--- src/hw/fsg_pkg.sv ---
// Package with constants and carriers for the flash security level guard
// Operation
// - Software byte FFh means level 0; level 1 or 2 may be written.
// - Software byte program command accepted only when it raises the level.
// - Level 1 FEh refuses code, boot status and vector writes; answer 'P'.
// - At level 1 only a write setting level 2 is accepted.
// - Level 2 FCh blocks all code and data reads and writes; answer 'L'.
// - Only full chip erase returns the software byte to unprotected.
// - Level bits sit in bits 1-0; upper six bits reserved, kept set.
// - Lock bits read 1 unprogrammed, 0 programmed; all unprogrammed means no locking.
// - Hardware level 2 blocks external code reads, latches access pin, stops parallel programming.
// - Hardware level 3 also refuses parallel code verification.
// - Hardware level 4, the default, also disables external execution.
// - Default hardware byte: loader jump programmed, speed double and data memory unprogrammed.
package fsg_pkg;
   localparam logic [7:0] SOFT_LVL0 = 8'hff;
   localparam logic [7:0] SOFT_LVL1 = 8'hfe;
   localparam logic [7:0] SOFT_LVL2 = 8'hfc;
   localparam logic [7:0] SOFT_RSV_MASK = 8'hfc;
   localparam int SOFT_LVL_LSB = 0;
   // Hardware byte field positions
   localparam int HW_JUMP_POS = 7;
   localparam int HW_SPEED_POS = 6;
   localparam int HW_MEMOPT_POS = 3;
   localparam int HW_LOCK0_POS = 0;
   localparam int HW_LOCK1_POS = 1;
   localparam int HW_LOCK2_POS = 2;
   // Jump programmed, speed and memory unprogrammed, level 4
   localparam logic [7:0] HW_DEFAULT = 8'h78;
   localparam logic [7:0] CHAR_P = 8'h50;
   localparam logic [7:0] CHAR_L = 8'h4c;
   localparam logic [7:0] CHAR_OK = 8'h00;

   typedef enum logic [2:0] {
      FSG_OP_READ,
      FSG_OP_WRITE,
      FSG_OP_VERIFY,
      FSG_OP_ERASE_BLOCK,
      FSG_OP_CHIP_ERASE,
      FSG_OP_PROG_SOFT
   } fsg_op_t;

   typedef enum logic [1:0] {
      FSG_SRC_ISP,
      FSG_SRC_API,
      FSG_SRC_PAR
   } fsg_src_t;

   typedef enum logic [2:0] {
      FSG_TGT_CODE,
      FSG_TGT_DATA,
      FSG_TGT_BOOT_STATUS,
      FSG_TGT_BOOT_VECTOR,
      FSG_TGT_SOFT_BYTE,
      FSG_TGT_INFO
   } fsg_tgt_t;

   typedef struct packed {
      fsg_op_t op;
      fsg_src_t src;
      fsg_tgt_t tgt;
      logic [7:0] wdata;
   } fsg_req_t;

   typedef struct packed {
      logic grant;
      logic refuse;
      logic [7:0] reply;
   } fsg_rsp_t;
endpackage

--- src/hw/fsg_guard.sv ---
// Flash security level guard: protection byte store and access gating
`timescale 1ns/100ps
module fsg_guard (
   input wire logic clk,
   input wire logic srst,
   input wire logic [7:0] nv_soft_byte,
   input wire logic [7:0] nv_hw_byte,
   input wire logic ext_access_pin,
   input wire logic req_valid,
   input wire fsg_pkg::fsg_req_t req,
   input wire logic ext_code_read,
   input wire logic ext_fetch,
   output fsg_pkg::fsg_rsp_t rsp,
   output logic rsp_valid,
   output logic [7:0] software_protection_byte,
   output logic [7:0] hardware_protection_byte,
   output logic [1:0] soft_level,
   output logic [2:0] hw_level,
   output logic ext_access_latched,
   output logic code_read_block,
   output logic ext_exec_block,
   output logic loader_jump_bit,
   output logic speed_double_bit,
   output logic internal_data_memory_option,
   output logic soft_nv_we,
   output logic [7:0] soft_nv_wdata
);
   // ------------------------------------------------------------
   // Storage and pin sampling
   // ------------------------------------------------------------
   logic [7:0] soft_ff;
   logic [7:0] hw_ff;
   logic loaded_ff;
   logic [2:0] pin_sync_ff;
   logic pin_stable_ff;
   logic ext_access_ff;
   fsg_pkg::fsg_rsp_t rsp_ff;
   logic rsp_valid_ff;
   logic nv_we_ff;
   logic [7:0] nv_wdata_ff;

   // ------------------------------------------------------------
   // Level decode
   // ------------------------------------------------------------
   wire [1:0] soft_level_bits = soft_ff[1:0];
   wire lvl_s0 = (soft_level_bits == 2'b11);
   wire lvl_s1 = (soft_level_bits == 2'b10);
   // Bit 1 clear is level 2; the unused code 01 falls on the safe side
   wire lvl_s2 = ~soft_level_bits[1];
   // Lock bits in the low three positions of the hardware byte
   wire lock_bit_zero = hw_ff[fsg_pkg::HW_LOCK0_POS];
   wire lock_bit_one = hw_ff[fsg_pkg::HW_LOCK1_POS];
   wire lock_bit_two = hw_ff[fsg_pkg::HW_LOCK2_POS];
   // Programmed lock bit reads 0; highest programmed bit wins
   wire [2:0] hw_lvl = ~lock_bit_two ? 3'd4 : ~lock_bit_one ? 3'd3 : ~lock_bit_zero ? 3'd2 : 3'd1;
   wire hw_ge2 = (hw_lvl >= 3'd2);
   wire hw_ge3 = (hw_lvl >= 3'd3);
   wire hw_ge4 = (hw_lvl == 3'd4);

   // ------------------------------------------------------------
   // Request decision
   // ------------------------------------------------------------
   wire is_rd = (req.op == fsg_pkg::FSG_OP_READ);
   wire is_wr = (req.op == fsg_pkg::FSG_OP_WRITE) || (req.op == fsg_pkg::FSG_OP_ERASE_BLOCK);
   wire is_ver = (req.op == fsg_pkg::FSG_OP_VERIFY);
   wire is_chip = (req.op == fsg_pkg::FSG_OP_CHIP_ERASE);
   wire is_prog = (req.op == fsg_pkg::FSG_OP_PROG_SOFT);
   wire from_par = (req.src == fsg_pkg::FSG_SRC_PAR);
   wire tgt_mem = (req.tgt == fsg_pkg::FSG_TGT_CODE) || (req.tgt == fsg_pkg::FSG_TGT_DATA);
   wire tgt_boot = (req.tgt == fsg_pkg::FSG_TGT_BOOT_STATUS) || (req.tgt == fsg_pkg::FSG_TGT_BOOT_VECTOR);
   wire tgt_info = (req.tgt == fsg_pkg::FSG_TGT_INFO);
   // Reserved bits forced set so a careless write cannot clear them
   wire [7:0] new_soft = req.wdata | fsg_pkg::SOFT_RSV_MASK;
   // A cleared bit means higher level; must program a strict superset
   wire raises = ((new_soft[1:0] & soft_level_bits) == new_soft[1:0]) && (new_soft[1:0] != soft_level_bits)
                 && (new_soft[1:0] != 2'b01);
   wire par_deny = from_par && !is_chip && (hw_ge2 && (is_wr || is_prog)
                   || hw_ge3 && is_ver);
   wire s2_deny = lvl_s2 && !is_chip && !is_prog && !(is_rd && tgt_info)
                  && (tgt_mem || tgt_boot || is_wr);
   wire s1_deny = lvl_s1 && is_wr && (tgt_mem || tgt_boot);
   wire prog_deny = is_prog && !raises;
   wire info_wr_deny = is_wr && tgt_info;
   wire deny = par_deny || s2_deny || s1_deny || prog_deny || info_wr_deny;
   wire [7:0] deny_char = lvl_s2 ? fsg_pkg::CHAR_L : fsg_pkg::CHAR_P;
   wire do_prog = req_valid && is_prog && !deny;
   wire do_chip = req_valid && is_chip;

   wire [7:0] nxt_soft = do_chip ? fsg_pkg::SOFT_LVL0 : do_prog ? new_soft : soft_ff;
   wire [7:0] nxt_hw = do_chip ? fsg_pkg::HW_DEFAULT : hw_ff;

   // ------------------------------------------------------------
   // Load and pin next values
   // ------------------------------------------------------------
   // Reserved bits forced set on load too, whatever the store holds
   wire [7:0] nxt_soft_load = nv_soft_byte | fsg_pkg::SOFT_RSV_MASK;
   wire [7:0] nxt_soft_sel = loaded_ff ? nxt_soft : nxt_soft_load;
   wire [7:0] nxt_hw_sel = loaded_ff ? nxt_hw : nv_hw_byte;
   wire [2:0] nxt_pin_sync = {pin_sync_ff[1:0], ext_access_pin};
   // Late stages must agree, so one unsettled sample is ignored
   wire pin_agree = (pin_sync_ff[1] == pin_sync_ff[2]);
   wire nxt_pin_stable = pin_agree ? pin_sync_ff[2] : pin_stable_ff;
   // Frozen from load when locked, so a later pin change cannot reopen access
   wire nxt_ext_access = (!loaded_ff || !hw_ge2) ? pin_stable_ff : ext_access_ff;

   // ------------------------------------------------------------
   // Response next values
   // ------------------------------------------------------------
   // No answer in the load cycle: levels not yet known
   wire take = req_valid && loaded_ff;
   wire nxt_grant = take && !deny;
   wire nxt_refuse = take && deny;
   wire [7:0] nxt_reply = nxt_refuse ? deny_char : fsg_pkg::CHAR_OK;
   wire fsg_pkg::fsg_rsp_t nxt_rsp = {nxt_grant, nxt_refuse, nxt_reply};
   wire nxt_nv_we = loaded_ff && (do_prog || do_chip);

   // ------------------------------------------------------------
   // Software byte
   // ------------------------------------------------------------
   // Safe level 2 until the store is read
   always_ff @(posedge clk) begin
      if (srst) begin
         soft_ff <= fsg_pkg::SOFT_LVL2;
      end else begin
         soft_ff <= nxt_soft_sel;
      end
   end

   // ------------------------------------------------------------
   // Hardware byte
   // ------------------------------------------------------------
   always_ff @(posedge clk) begin
      if (srst) begin
         hw_ff <= fsg_pkg::HW_DEFAULT;
      end else begin
         hw_ff <= nxt_hw_sel;
      end
   end

   // ------------------------------------------------------------
   // Load flag
   // ------------------------------------------------------------
   // One load per reset; bytes then change only on erase or a software byte program until reset
   always_ff @(posedge clk) begin
      if (srst) begin
         loaded_ff <= 1'b0;
      end else begin
         loaded_ff <= 1'b1;
      end
   end

   // ------------------------------------------------------------
   // Pin sampling
   // ------------------------------------------------------------
   // No reset on the pin stages, so the pin has settled when reset lifts
   always_ff @(posedge clk) begin
      pin_sync_ff <= nxt_pin_sync;
      pin_stable_ff <= nxt_pin_stable;
   end

   // ------------------------------------------------------------
   // External access latch
   // ------------------------------------------------------------
   always_ff @(posedge clk) begin
      if (srst) begin
         ext_access_ff <= 1'b0;
      end else begin
         ext_access_ff <= nxt_ext_access;
      end
   end

   // ------------------------------------------------------------
   // Response
   // ------------------------------------------------------------
   always_ff @(posedge clk) begin
      if (srst) begin
         rsp_ff <= '0;
         rsp_valid_ff <= 1'b0;
      end else begin
         rsp_ff <= nxt_rsp;
         rsp_valid_ff <= take;
      end
   end

   // ------------------------------------------------------------
   // Store write
   // ------------------------------------------------------------
   // Written value is the next byte, so store and register agree
   always_ff @(posedge clk) begin
      if (srst) begin
         nv_we_ff <= 1'b0;
         nv_wdata_ff <= 8'h00;
      end else begin
         nv_we_ff <= nxt_nv_we;
         nv_wdata_ff <= nxt_soft;
      end
   end

   // ------------------------------------------------------------
   // Outputs
   // ------------------------------------------------------------
   // Decoded from registers, stable between commands
   assign rsp = rsp_ff;
   assign rsp_valid = rsp_valid_ff;
   assign software_protection_byte = soft_ff;
   assign hardware_protection_byte = hw_ff;
   assign soft_level = lvl_s0 ? 2'd0 : lvl_s1 ? 2'd1 : 2'd2;
   assign hw_level = hw_lvl;
   assign ext_access_latched = ext_access_ff;
   assign loader_jump_bit = hw_ff[fsg_pkg::HW_JUMP_POS];
   assign speed_double_bit = hw_ff[fsg_pkg::HW_SPEED_POS];
   assign internal_data_memory_option = hw_ff[fsg_pkg::HW_MEMOPT_POS];
   assign soft_nv_we = nv_we_ff;
   assign soft_nv_wdata = nv_wdata_ff;

   // ------------------------------------------------------------
   // Access gates
   // ------------------------------------------------------------
   // Combinational so a blocked access is stopped in its own cycle
   assign code_read_block = hw_ge2 && ext_code_read;
   assign ext_exec_block = hw_ge4 && ext_fetch;
endmodule

--- config.mk ---
export PLATFORM = sky130hd
export DESIGN_NAME = fsg_guard
export DESIGN_NICKNAME = d
export VERILOG_FILES = /design/src/hw/fsg_pkg.sv /design/src/hw/fsg_guard.sv
export SDC_FILE = /design/constraint.sdc
export NUM_CORES = 1
export LEC_CHECK = 0
export BUFFER_PORTS_ARGS = -buffer_cell sky130_fd_sc_hd__buf_2
export CAP_MARGIN = 20
export CORE_MARGIN = 3
export CORE_UTILIZATION = 46
export DETAILED_ROUTE_END_ITERATION = 6
export GPL_TIMING_DRIVEN = 0
export MAX_ROUTING_LAYER = met4
export PLACE_DENSITY = 0.79
export SETUP_SLACK_MARGIN = 0.05
export SLEW_MARGIN = 30
export SYNTH_ARGS = -nofsm -noshare
export SYNTH_HDL_FRONTEND = slang
export SYNTH_SLANG_ARGS = --single-unit
--- constraint.sdc ---
create_clock -name clk -period 3.5 [get_ports clk]
set_clock_uncertainty 0.15 [all_clocks]
set_input_delay 0.525 -clock clk [delete_from_list [all_inputs] [get_ports clk]]
set_output_delay 0.525 -clock clk [all_outputs]
set_load 0.03 [all_outputs]
==> results of run 1 <==
[cells in the mapped netlist (2+ instances only)]
| library cell | count |
|---|---|
| nor4_1 | 2 |
| dfxtp_1 | 36 |
| inv_1 | 15 |
| o211ai_1 | 7 |
| o22ai_1 | 9 |
| nand3_1 | 4 |
| nor2b_1 | 10 |
| ha_1 | 2 |
| o21ai_0 | 4 |
| nor2_1 | 9 |
| a311oi_1 | 2 |
| or4_1 | 2 |
| nand2_1 | 11 |
| clkbuf_1 | 5 |
| a211oi_1 | 2 |
| a21oi_1 | 7 |
| a211o_1 | 2 |
| buf_4 | 8 |
| nor3_1 | 5 |
[cell usage in the layout, fill, tap and decap left out, types with 5 or more instances in the layout]
cell and instances:
nor2b_1 10, nor2_1 9, nand2_1 11, dfxtp_1 36
buf_4 8, clkbuf_1 5, a21oi_1 7, inv_1 15
clkbuf_4 5, o22ai_1 9, o211ai_1 7, buf_2 68
nor3_1 5
[registers in the layout, summed over array words and instances, names as in the netlist]
name / count
hardware_protection_byte: 8
rsp_valid: 1
rsp: 5
soft_nv_wdata: 8
pin_stable_ff: 1
soft_nv_we: 1
loaded_ff: 1
pin_sync_ff: 3
ext_access_latched: 1
software_protection_byte: 8
[power breakdown]
group	internal (W)	switching, W
Combinational	0.0000616	0.000115
Clock	0.000152	0.000148
Sequential	0.000443	0.0000110
Total	0.000656	0.000274
[cell type report]
type                    count  area [µm²]
plain buffers              14       90.09
clock buffers               5       37.54
clock inverters             3       43.79
fillers                   292        1097
inverters                  15       56.30
multi-input cells          96       606.8
flip-flops and latches     37       750.7
well taps                  44       55.05
repair buffers             68       340.3
[how the worst min path moves through the flow]
stage / to / slack, ns / depth (start not counted)
after detailed placement: pin_sync_ff[1]$_DFF_P_ / 0.17 / 0
after floorplan: pin_sync_ff[1]$_DFF_P_ / 0.16 / 0
final: pin_sync_ff[0]$_DFF_P_ / 0.12 / 1
after global placement: pin_sync_ff[1]$_DFF_P_ / 0.16 / 0
after global routing: pin_sync_ff[0]$_DFF_P_ / 0.11 / 1
after CTS: pin_sync_ff[0]$_DFF_P_ / 0.12 / 1
[cells by family (layout without fill, tap and decap cells)]
kind of cell | after synthesis | after routing | synth area share, %
buffers and inverters | 29 | 105 | 9.807
AO/OA/AOI/OAI | 41 | 41 | 21.12
other | 1 | 4 | 0.2512
flip-flops | 37 | 37 | 50.29
adder cells (fa/ha/maj) | 2 | 2 | 1.676
AND/OR/NAND/NOR | 48 | 48 | 16.26
XOR/XNOR | 1 | 1 | 0.5869
[stage by stage]
stage | utilization (%) | instances | cell area (µm²)
after CTS | 64.35 | 282 | 1981
after detailed placement | 61.71 | 274 | 1899
after global routing | 64.35 | 282 | 1981
final | 64.35 | 282 | 1981
after floorplan | - | 162 | 1504
after global placement | 61.71 | 274 | 1899
[worst reg2reg max path: cells and delay by family (launching register included)]
family / cells / cell delay [ns]
compound gates: 4 / 0.97
flops: 1 / 0.48
simple gates: 1 / 0.29
buf+inv: 1 / 0.16
fa+ha+maj: 1 / 0.29
[layer usage]
layer	share of wire (%)	vias to the layer above
met2	47	63
met4	1.4	0
met1	42	632
met3	8.9	6
li1	-	705
met5	0	-
==> flow_summary.json, run 1 <==
{
  "status": "completed",
  "start_kind": "flop",
  "setup-tns-final_ns": 0,
  "drtPass1Iterations": 4,
  "drive_gt1_share_pct": 36.97,
  "power_w": 0.0009301,
  "grtUsageTotal_pct": 17.62,
  "reg2reg_setup_slack_ns": 1.07,
  "hp-class": "in -> reg",
  "vias": 1406,
  "cts_tree": "built",
  "worst-path-buf-inv": 1,
  "syn-instance-count": 159,
  "async_reset_ff_share_pct": 0,
  "crit_required_ns": 3.61,
  "rows": 20,
  "arrival_ns": 2.54,
  "syn_area_um2": 1493,
  "critPathMaxFanout": 8,
  "die_w_um": 62.97,
  "synth_top_area_cell": "dfxtp_1",
  "antenna_found_initial": 0,
  "synthTopCellsByArea": "dfxtp_1 48%, nor2b_1 4.2%, buf_4 4.0%, inv_1 3.8%, o22ai_1 3.8%",
  "r2r.worst_path.cells": 7,
  "hold_slack_ns": 0.1198,
  "period_needed_ns": 2.430,
  "cts_buffers": 5,
  "synth-edff-count": 1,
  "fp.dieH_um": 62.97,
  "pin_count": 85,
  "worst-path-stages": 7,
  "r2r_end": "software_protection_byte[0]$_SDFF_PP0_",
  "ys_seq_area_share_pct": 50.29,
  "synth_area_per_cell_um2": 9.388,
  "pre_cts_ws_ns": 1.016,
  "grt-ovfl-total": 0,
  "grt_pass1_wl_mm": 5.492,
  "crit_end": "software_protection_byte[0]$_SDFF_PP0_",
  "cts_setup_buffers": 0,
  "use_met1_pct": 20.71,
  "worst_path_largest_cell_delay_ns": 0.48,
  "nNetsFinal": 277,
  "ir_worst_vdd_uv": 313.4,
  "routedWlPerCell_um": 11.61,
  "synth_ff_type": "dfxtp_1",
  "insertion_delay_ns": 0.34,
  "maxSlewHeadroom_pct": 56.06,
  "use_met3_pct": 7.014,
  "antenna_cells": 0,
  "critPathKind": "reg -> reg",
  "antenna_left": 0,
  "gp_congestion": 0.7959,
  "cts-root-buf": "clkbuf_4",
  "cp_top_family": "compound AO/OA/AOI/OAI gates",
  "vias_per_cell": 4.986,
  "dp_hpwl_mm": 2.530,
  "grt_pass1_vias": 1284,
  "core_area_um2": 3078,
  "hold_path.startpoint": "ext_access_pin",
  "power_density_nw_per_um2": 469.6,
  "hold_violations": 0,
  "use_met2_pct": 26.88,
  "setup_ws_ns": 1.070,
  "critPathSlowestCell": "dfxtp_1",
  "ys_warn_count": 0,
  "rr_startpoint": "software_protection_byte[1]$_SDFF_PP0_",
  "path_clk_slew_ns": 0.12,
  "power.leakage_nw": 0.9549,
  "drt_wl_total_mm": 3.275,
  "grt_setup_unrepaired": "no",
  "busiest_layer": "met2",
  "synth_cell_type_count": 36,
  "path_cells": "inv_1 > ha_1 > a211o_1 > o21ai_0 > a211oi_4 > or2_1 > a311oi_1",
  "cts_max_level": 2,
  "slew_violations": 0,
  "initial_utilization_pct": 48.50,
  "cts.repair.resized": 0,
  "cp-end-kind": "flop",
  "tightest_slew_ns": 0.6523,
  "hold_buffers": 0,
  "drt_iter0_drc": 44,
  "grt_max_degree": 14,
  "synthToLayoutAreaGrowth_pct": 32.69,
  "drc_errors": 0,
  "drv_cap": 0,
  "die_area_um2": 3965,
  "yosysTopAreaCellShare_pct": 48.28,
  "fin_crit_sh_pct": 69.43,
  "ys_ff_latch": 37,
  "clock.fmax_ghz": 0.4115,
  "crit_start": "software_protection_byte[1]$_SDFF_PP0_",
  "setup_viol": 0,
  "cts.path.max_buffers": 2,
  "cts.sinks": 37,
  "place.port_buffers": 68
}
Power figures use the tool's default switching activity.
==> inputs of run 2 (changes only) <==
Settings changed: CORE_UTILIZATION 46 to 43, PLACE_DENSITY 0.79 to 0.74.
Clock period 3.5 ns to 2.54 ns, I/O delays scaled along.
==> run 2 against run 1 <==
Core utilization shrank 2.7 points; die area is 6.3% higher; sequential power rose by 38%; power increased by 25%; cell count unchanged; routed wire length increased by 4.5%; final area is 1.0% lower; largest cell class unchanged; highest routed layer unchanged.
==> flow_summary.json, run 2 (synthesized netlist as in run 1, its figures left out) <==
{
  "status": "completed",
  "cts_max_level": 2,
  "antenna_found_initial": 0,
  "reg2reg_setup_slack_ns": 0.28,
  "die_area_um2": 4215,
  "slew_violations": 0,
  "initial_utilization_pct": 46.97,
  "arrival_ns": 2.36,
  "setup-tns-final_ns": 0,
  "grt-ovfl-total": 0,
  "die_w_um": 64.92,
  "final_common_cell": "buf_2",
  "drt_iter0_drc": 70,
  "maxSlewHeadroom_pct": 56.29,
  "fillCellCount": 321,
  "drv_cap": 0,
  "antenna_left": 0,
  "routedWlPerCell_um": 12.13,
  "ir_worst_vdd_uv": 301.1,
  "cts_buffers": 5,
  "power_density_nw_per_um2": 594.2,
  "placed_cells": 274,
  "fin_crit_sh_pct": 89.07,
  "path_clk_slew_ns": 0.11,
  "path_cells": "inv_1 > ha_1 > a211o_1 > o21ai_1 > a211oi_4 > or2_1 > a311oi_1",
  "cts-root-buf": "clkbuf_4",
  "dp_hpwl_mm": 2.594,
  "dpl_cell_area_um2": 1899,
  "tightest_slew_ns": 0.6488,
  "fp.dieH_um": 64.92,
  "grtUsageTotal_pct": 17.97,
  "critPathMaxFanout": 7,
  "antenna_cells": 0,
  "setup_ws_ns": 0.2777,
  "grt_pass1_wl_mm": 5.678,
  "critPathKind": "reg -> reg",
  "setup_viol": 0,
  "cp_top_family": "compound AO/OA/AOI/OAI gates",
  "drt_wl_total_mm": 3.421,
  "grt_setup_unrepaired": "no",
  "worst-path-buf-inv": 1,
  "drtPass1Iterations": 4,
  "worst_path_largest_cell_delay_ns": 0.42,
  "cts.sinks": 37,
  "period_needed_ns": 2.262,
  "nNetsFinal": 278,
  "power_w": 0.001165,
  "hold_violations": 0,
  "insertion_delay_ns": 0.34,
  "drc_errors": 0,
  "stdcell_area_um2": 1961,
  "grt_pass1_vias": 1327,
  "hp-class": "in -> reg",
  "synthToLayoutAreaGrowth_pct": 31.35,
  "rows": 20,
  "cts_tree": "built",
  "pin_count": 85,
  "gp_congestion": 0.8162,
  "clock.fmax_ghz": 0.4420,
  "power.leakage_nw": 0.9422,
  "cts.path.max_buffers": 2,
  "final_cell_mix": "68 x buf_2, 35 x dfxtp_1, 15 x inv_1",
  "cp-end-kind": "flop",
  "place.port_buffers": 68,
  "grt_max_degree": 12,
  "crit_required_ns": 2.64,
  "drive_gt1_share_pct": 36.55,
  "pre_cts_ws_ns": 0.1297,
  "critPathSlowestCell": "dfxtp_1",
  "core_area_um2": 3178,
  "cts_setup_buffers": 0,
  "start_kind": "flop",
  "vias": 1388,
  "vias_per_cell": 4.922,
  "fin_cells": 282
}
[run 2: cell count changes in the layout (fill, tap and decap cells not counted), sizes merged]
cell,delta
bufinv,-1
clkbuf,+1
dlygate4sd3,+1
inv,-1
[run 2: stage by stage]
stage,hold slack [ns],utilization [%]
2_1_floorplan,0.1596,-
3_3_place_gp,0.1608,59.76
3_5_place_dp,0.1638,59.76
4_1_cts,0.09223,61.65
5_1_grt,0.1087,61.69
6_report,0.1059,61.69
[run 2: worst reg2reg max path: stages (launching register included)]
cell      delay (ns)
dfxtp_1         0.42
inv_1           0.13
ha_1            0.29
a211o_1         0.29
o21ai_1         0.21
a211oi_4        0.13
or2_1           0.28
a311oi_1        0.28
[run 2: area by class of cell]
type	count	area, µm²	share of cell area (%)
repair buffers	69	350.3	17.87
inverters	15	56.30	2.872
multi-input cells	96	606.8	30.95
plain buffers	14	90.09	4.595
flip-flops and latches	37	752.0	38.35
well taps	44	55.05	2.808
clock inverters	1	8.758	0.4467
clock buffers	6	41.29	2.106
[run 2: timing repair]
| action | CTS | global route |
|---|---|---|
| setup endpoints to repair | 0 | 14 |
| gates resized for setup | 0 | 2 |
| hold buffers | 1 | 0 |
| hold endpoints to repair | 1 | 0 |
[run 2: routing by layer]
metal	global-route usage [%]	part of all wire [%]
met3	4.853	6.8
met5	-	0
met4	10.55	2.0
met2	28.22	48
met1	20.49	43
[run 2: power by group]
group	internal [W]	switching [W]	total (W)
Clock	0.000105	0.000188	0.000293
Combinational	0.0000861	0.000160	0.000246
Sequential	0.000610	0.0000156	0.000626
[run 2: final timing paths]
path,startpoint,end,cells past startpoint
max,software_protection_byte[0]$_SDFF_PP0_,software_protection_byte[0]$_SDFF_PP0_,7
max reg2reg,software_protection_byte[0]$_SDFF_PP0_,software_protection_byte[0]$_SDFF_PP0_,7
min reg2reg,pin_sync_ff[0]$_DFF_P_,pin_sync_ff[1]$_DFF_P_,0
min,nv_hw_byte[3],hardware_protection_byte[3]$_SDFFE_PP1P_,3
==> inputs of run 3 (changes only) <==
Settings changed: BUFFER_PORTS_ARGS -buffer_cell sky130_fd_sc_hd__buf_2 to -buffer_cell sky130_fd_sc_hd__clkbuf_2.
==> run 3 against run 2 <==
Sequential power about the same; setup slack better by 0.015 ns; die area is the same; core utilization is 0.75 points higher; non-clock buffer count stayed put; sequential cell count unchanged; clock power rose by 26%; cell count grew 0.35%; critical path type unchanged; critical endpoint is now soft_nv_wdata[0]$_SDFF_PP0_; largest power group unchanged.
==> flow_summary.json, run 3 (synthesized netlist as in run 1, its figures left out) <==
{
  "start_kind": "flop",
  "drv_cap": 0,
  "dp_hpwl_mm": 2.685,
  "hp-class": "in -> reg",
  "vias_per_cell": 4.862,
  "grt_max_degree": 13,
  "insertion_delay_ns": 0.35,
  "synthToLayoutAreaGrowth_pct": 32.94,
  "intPower_w": 0.0008610,
  "reg2reg_setup_slack_ns": 0.29,
  "grtUsageTotal_pct": 18.20,
  "fillCellCount": 315,
  "rows": 20,
  "fp.dieH_um": 64.92,
  "clockPowerShare_pct": 29.7,
  "cts_max_level": 2,
  "power_density_nw_per_um2": 624.9,
  "swShare_pct": 30.58,
  "antenna_found_initial": 0,
  "nNetsFinal": 278,
  "routedWlPerCell_um": 12.24,
  "vias": 1376,
  "drt_wl_total_mm": 3.465,
  "ir_worst_vdd_uv": 308.0,
  "critPathMaxFanout": 8,
  "cts.sinks": 37,
  "drc_errors": 0,
  "final_cell_mix": "68 x clkbuf_2, 35 x dfxtp_1, 15 x inv_1",
  "grt_pass1_wl_mm": 5.789,
  "hold_path.startpoint": "nv_hw_byte[6]",
  "cp-end-kind": "flop",
  "fin_crit_sh_pct": 88.47,
  "hold_end": "hardware_protection_byte[6]$_SDFFE_PP1P_",
  "setup-tns-final_ns": 0,
  "grt-ovfl-total": 0,
  "cts_tree": "built",
  "setup_viol": 0,
  "hold_violations": 0,
  "antenna_cells": 0,
  "r2r_end": "soft_nv_wdata[0]$_SDFF_PP0_",
  "r2r.worst_path.cells": 7,
  "p_sw_w": 0.0003792,
  "power_frac_seq_pct": 50.6,
  "final_common_cell": "clkbuf_2",
  "critPathKind": "reg -> reg",
  "drt_iter0_drc": 71,
  "cts-root-buf": "clkbuf_4",
  "path_clk_slew_ns": 0.12,
  "die_w_um": 64.92,
  "grt_setup_unrepaired": "no",
  "min_path_cells": 3,
  "core_area_um2": 3178,
  "gp_congestion": 0.8180,
  "slew_violations": 0,
  "place.port_buffers": 68,
  "tightest_slew_ns": 0.6556,
  "drive_gt1_share_pct": 37.24,
  "post-route-util_pct": 62.44,
  "grt_pass1_vias": 1292,
  "cts.path.max_buffers": 2,
  "maxSlewHeadroom_pct": 55.83,
  "cts_buffers": 5,
  "period_needed_ns": 2.247,
  "antenna_left": 0,
  "status": "completed",
  "rr_startpoint": "software_protection_byte[1]$_SDFF_PP0_",
  "clock.fmax_ghz": 0.4450,
  "pin_count": 85,
  "arrival_ns": 2.35,
  "drtPass1Iterations": 4,
  "combPwrFrac_pct": 19.8,
  "power.leakage_nw": 0.9654,
  "die_area_um2": 4215,
  "initial_utilization_pct": 46.97,
  "crit_required_ns": 2.64
}
-- run 3: cell count changes in the layout (fill, tap and decap cells not counted) --
| cell | previous run | this run |
|---|---|---|
| clkbuf_1 | 6 | 5 |
| buf_2 | 68 | 0 |
| clkbuf_8 | 0 | 2 |
| clkinv_4 | 1 | 0 |
| inv_6 | 0 | 1 |
| clkbuf_2 | 0 | 68 |
-- run 3: final cells by class --
type | count | area [µm²] | share of cell area [%]
Buffer | 14 | 90.09 | 4.540
Clock inverter | 1 | 8.758 | 0.4414
Timing Repair Buffer | 69 | 350.3 | 17.65
Inverter | 15 | 56.30 | 2.837
Multi-Input combinational cell | 96 | 606.8 | 30.58
Clock buffer | 7 | 65.06 | 3.279
Sequential cell | 37 | 752.0 | 37.89
Tap cell | 44 | 55.05 | 2.774
-- run 3: metrics by stage --
| step | hold slack, ns | std cells | total power, W | cell area (µm²) | worst slack [ns] |
|---|---|---|---|---|---|
| after floorplan | 0.1596 | 162 | 0.0008077 | 1504 | 0.1311 |
| after global placement | 0.1612 | 274 | 0.0008799 | 1899 | 0.1629 |
| after detailed placement | 0.1638 | 274 | 0.0008846 | 1899 | 0.1032 |
| after CTS | 0.09551 | 283 | 0.001245 | 1983 | 0.06439 |
| after global routing | 0.1085 | 283 | 0.001294 | 1984 | 0.1294 |
| final | 0.09967 | 283 | 0.001240 | 1984 | 0.2929 |
-- run 3: what timing repair did --
action                                  CTS  global route
resized for setup                         0             2
endpoints found under the setup margin    0            14
endpoints found under the hold margin     1             0
setup buffers                             0             0
hold buffers                              1             0
-- run 3: per-layer routing --
layer / up-vias / part of all wire (%) / global-route usage (%)
met5: - / 0 / -
met3: 7 / 7.1 / 4.679
met2: 53 / 48 / 30.27
met4: 0 / 1.8 / 7.124
met1: 616 / 44 / 20.92
li1: 700 / - / -
-- run 3: power groups by stage --
stage	sequential [W]	combinational, W	clock [W]
floorplan	0.000682	0.000126	0
global placement	0.000639	0.000241	0
detailed placement	0.000640	0.000245	0
CTS	0.000627	0.000246	0.000372
global route	0.000631	0.000268	0.000395
finish	0.000627	0.000245	0.000368
-- run 3: worst max path at each step --
stage | startpoint | end | slack (ns)
3_5_place_dp | software_protection_byte[1]$_SDFF_PP0_ | soft_nv_wdata[0]$_SDFF_PP0_ | 0.10
5_1_grt | software_protection_byte[0]$_SDFF_PP0_ | software_protection_byte[1]$_SDFF_PP0_ | 0.13
4_1_cts | software_protection_byte[1]$_SDFF_PP0_ | soft_nv_wdata[0]$_SDFF_PP0_ | 0.06
6_report | software_protection_byte[1]$_SDFF_PP0_ | soft_nv_wdata[0]$_SDFF_PP0_ | 0.29
2_1_floorplan | software_protection_byte[1]$_SDFF_PP0_ | software_protection_byte[0]$_SDFF_PP0_ | 0.13
3_3_place_gp | software_protection_byte[1]$_SDFF_PP0_ | software_protection_byte[1]$_SDFF_PP0_ | 0.16
-- run 3: worst max-delay path, stage by stage, from the launching register on --
cell	delay [ns]
dfxtp_2	0.43
inv_1	0.14
ha_1	0.29
a211o_1	0.25
o21ai_1	0.21
a211oi_4	0.13
o21a_4	0.26
a211oi_1	0.30
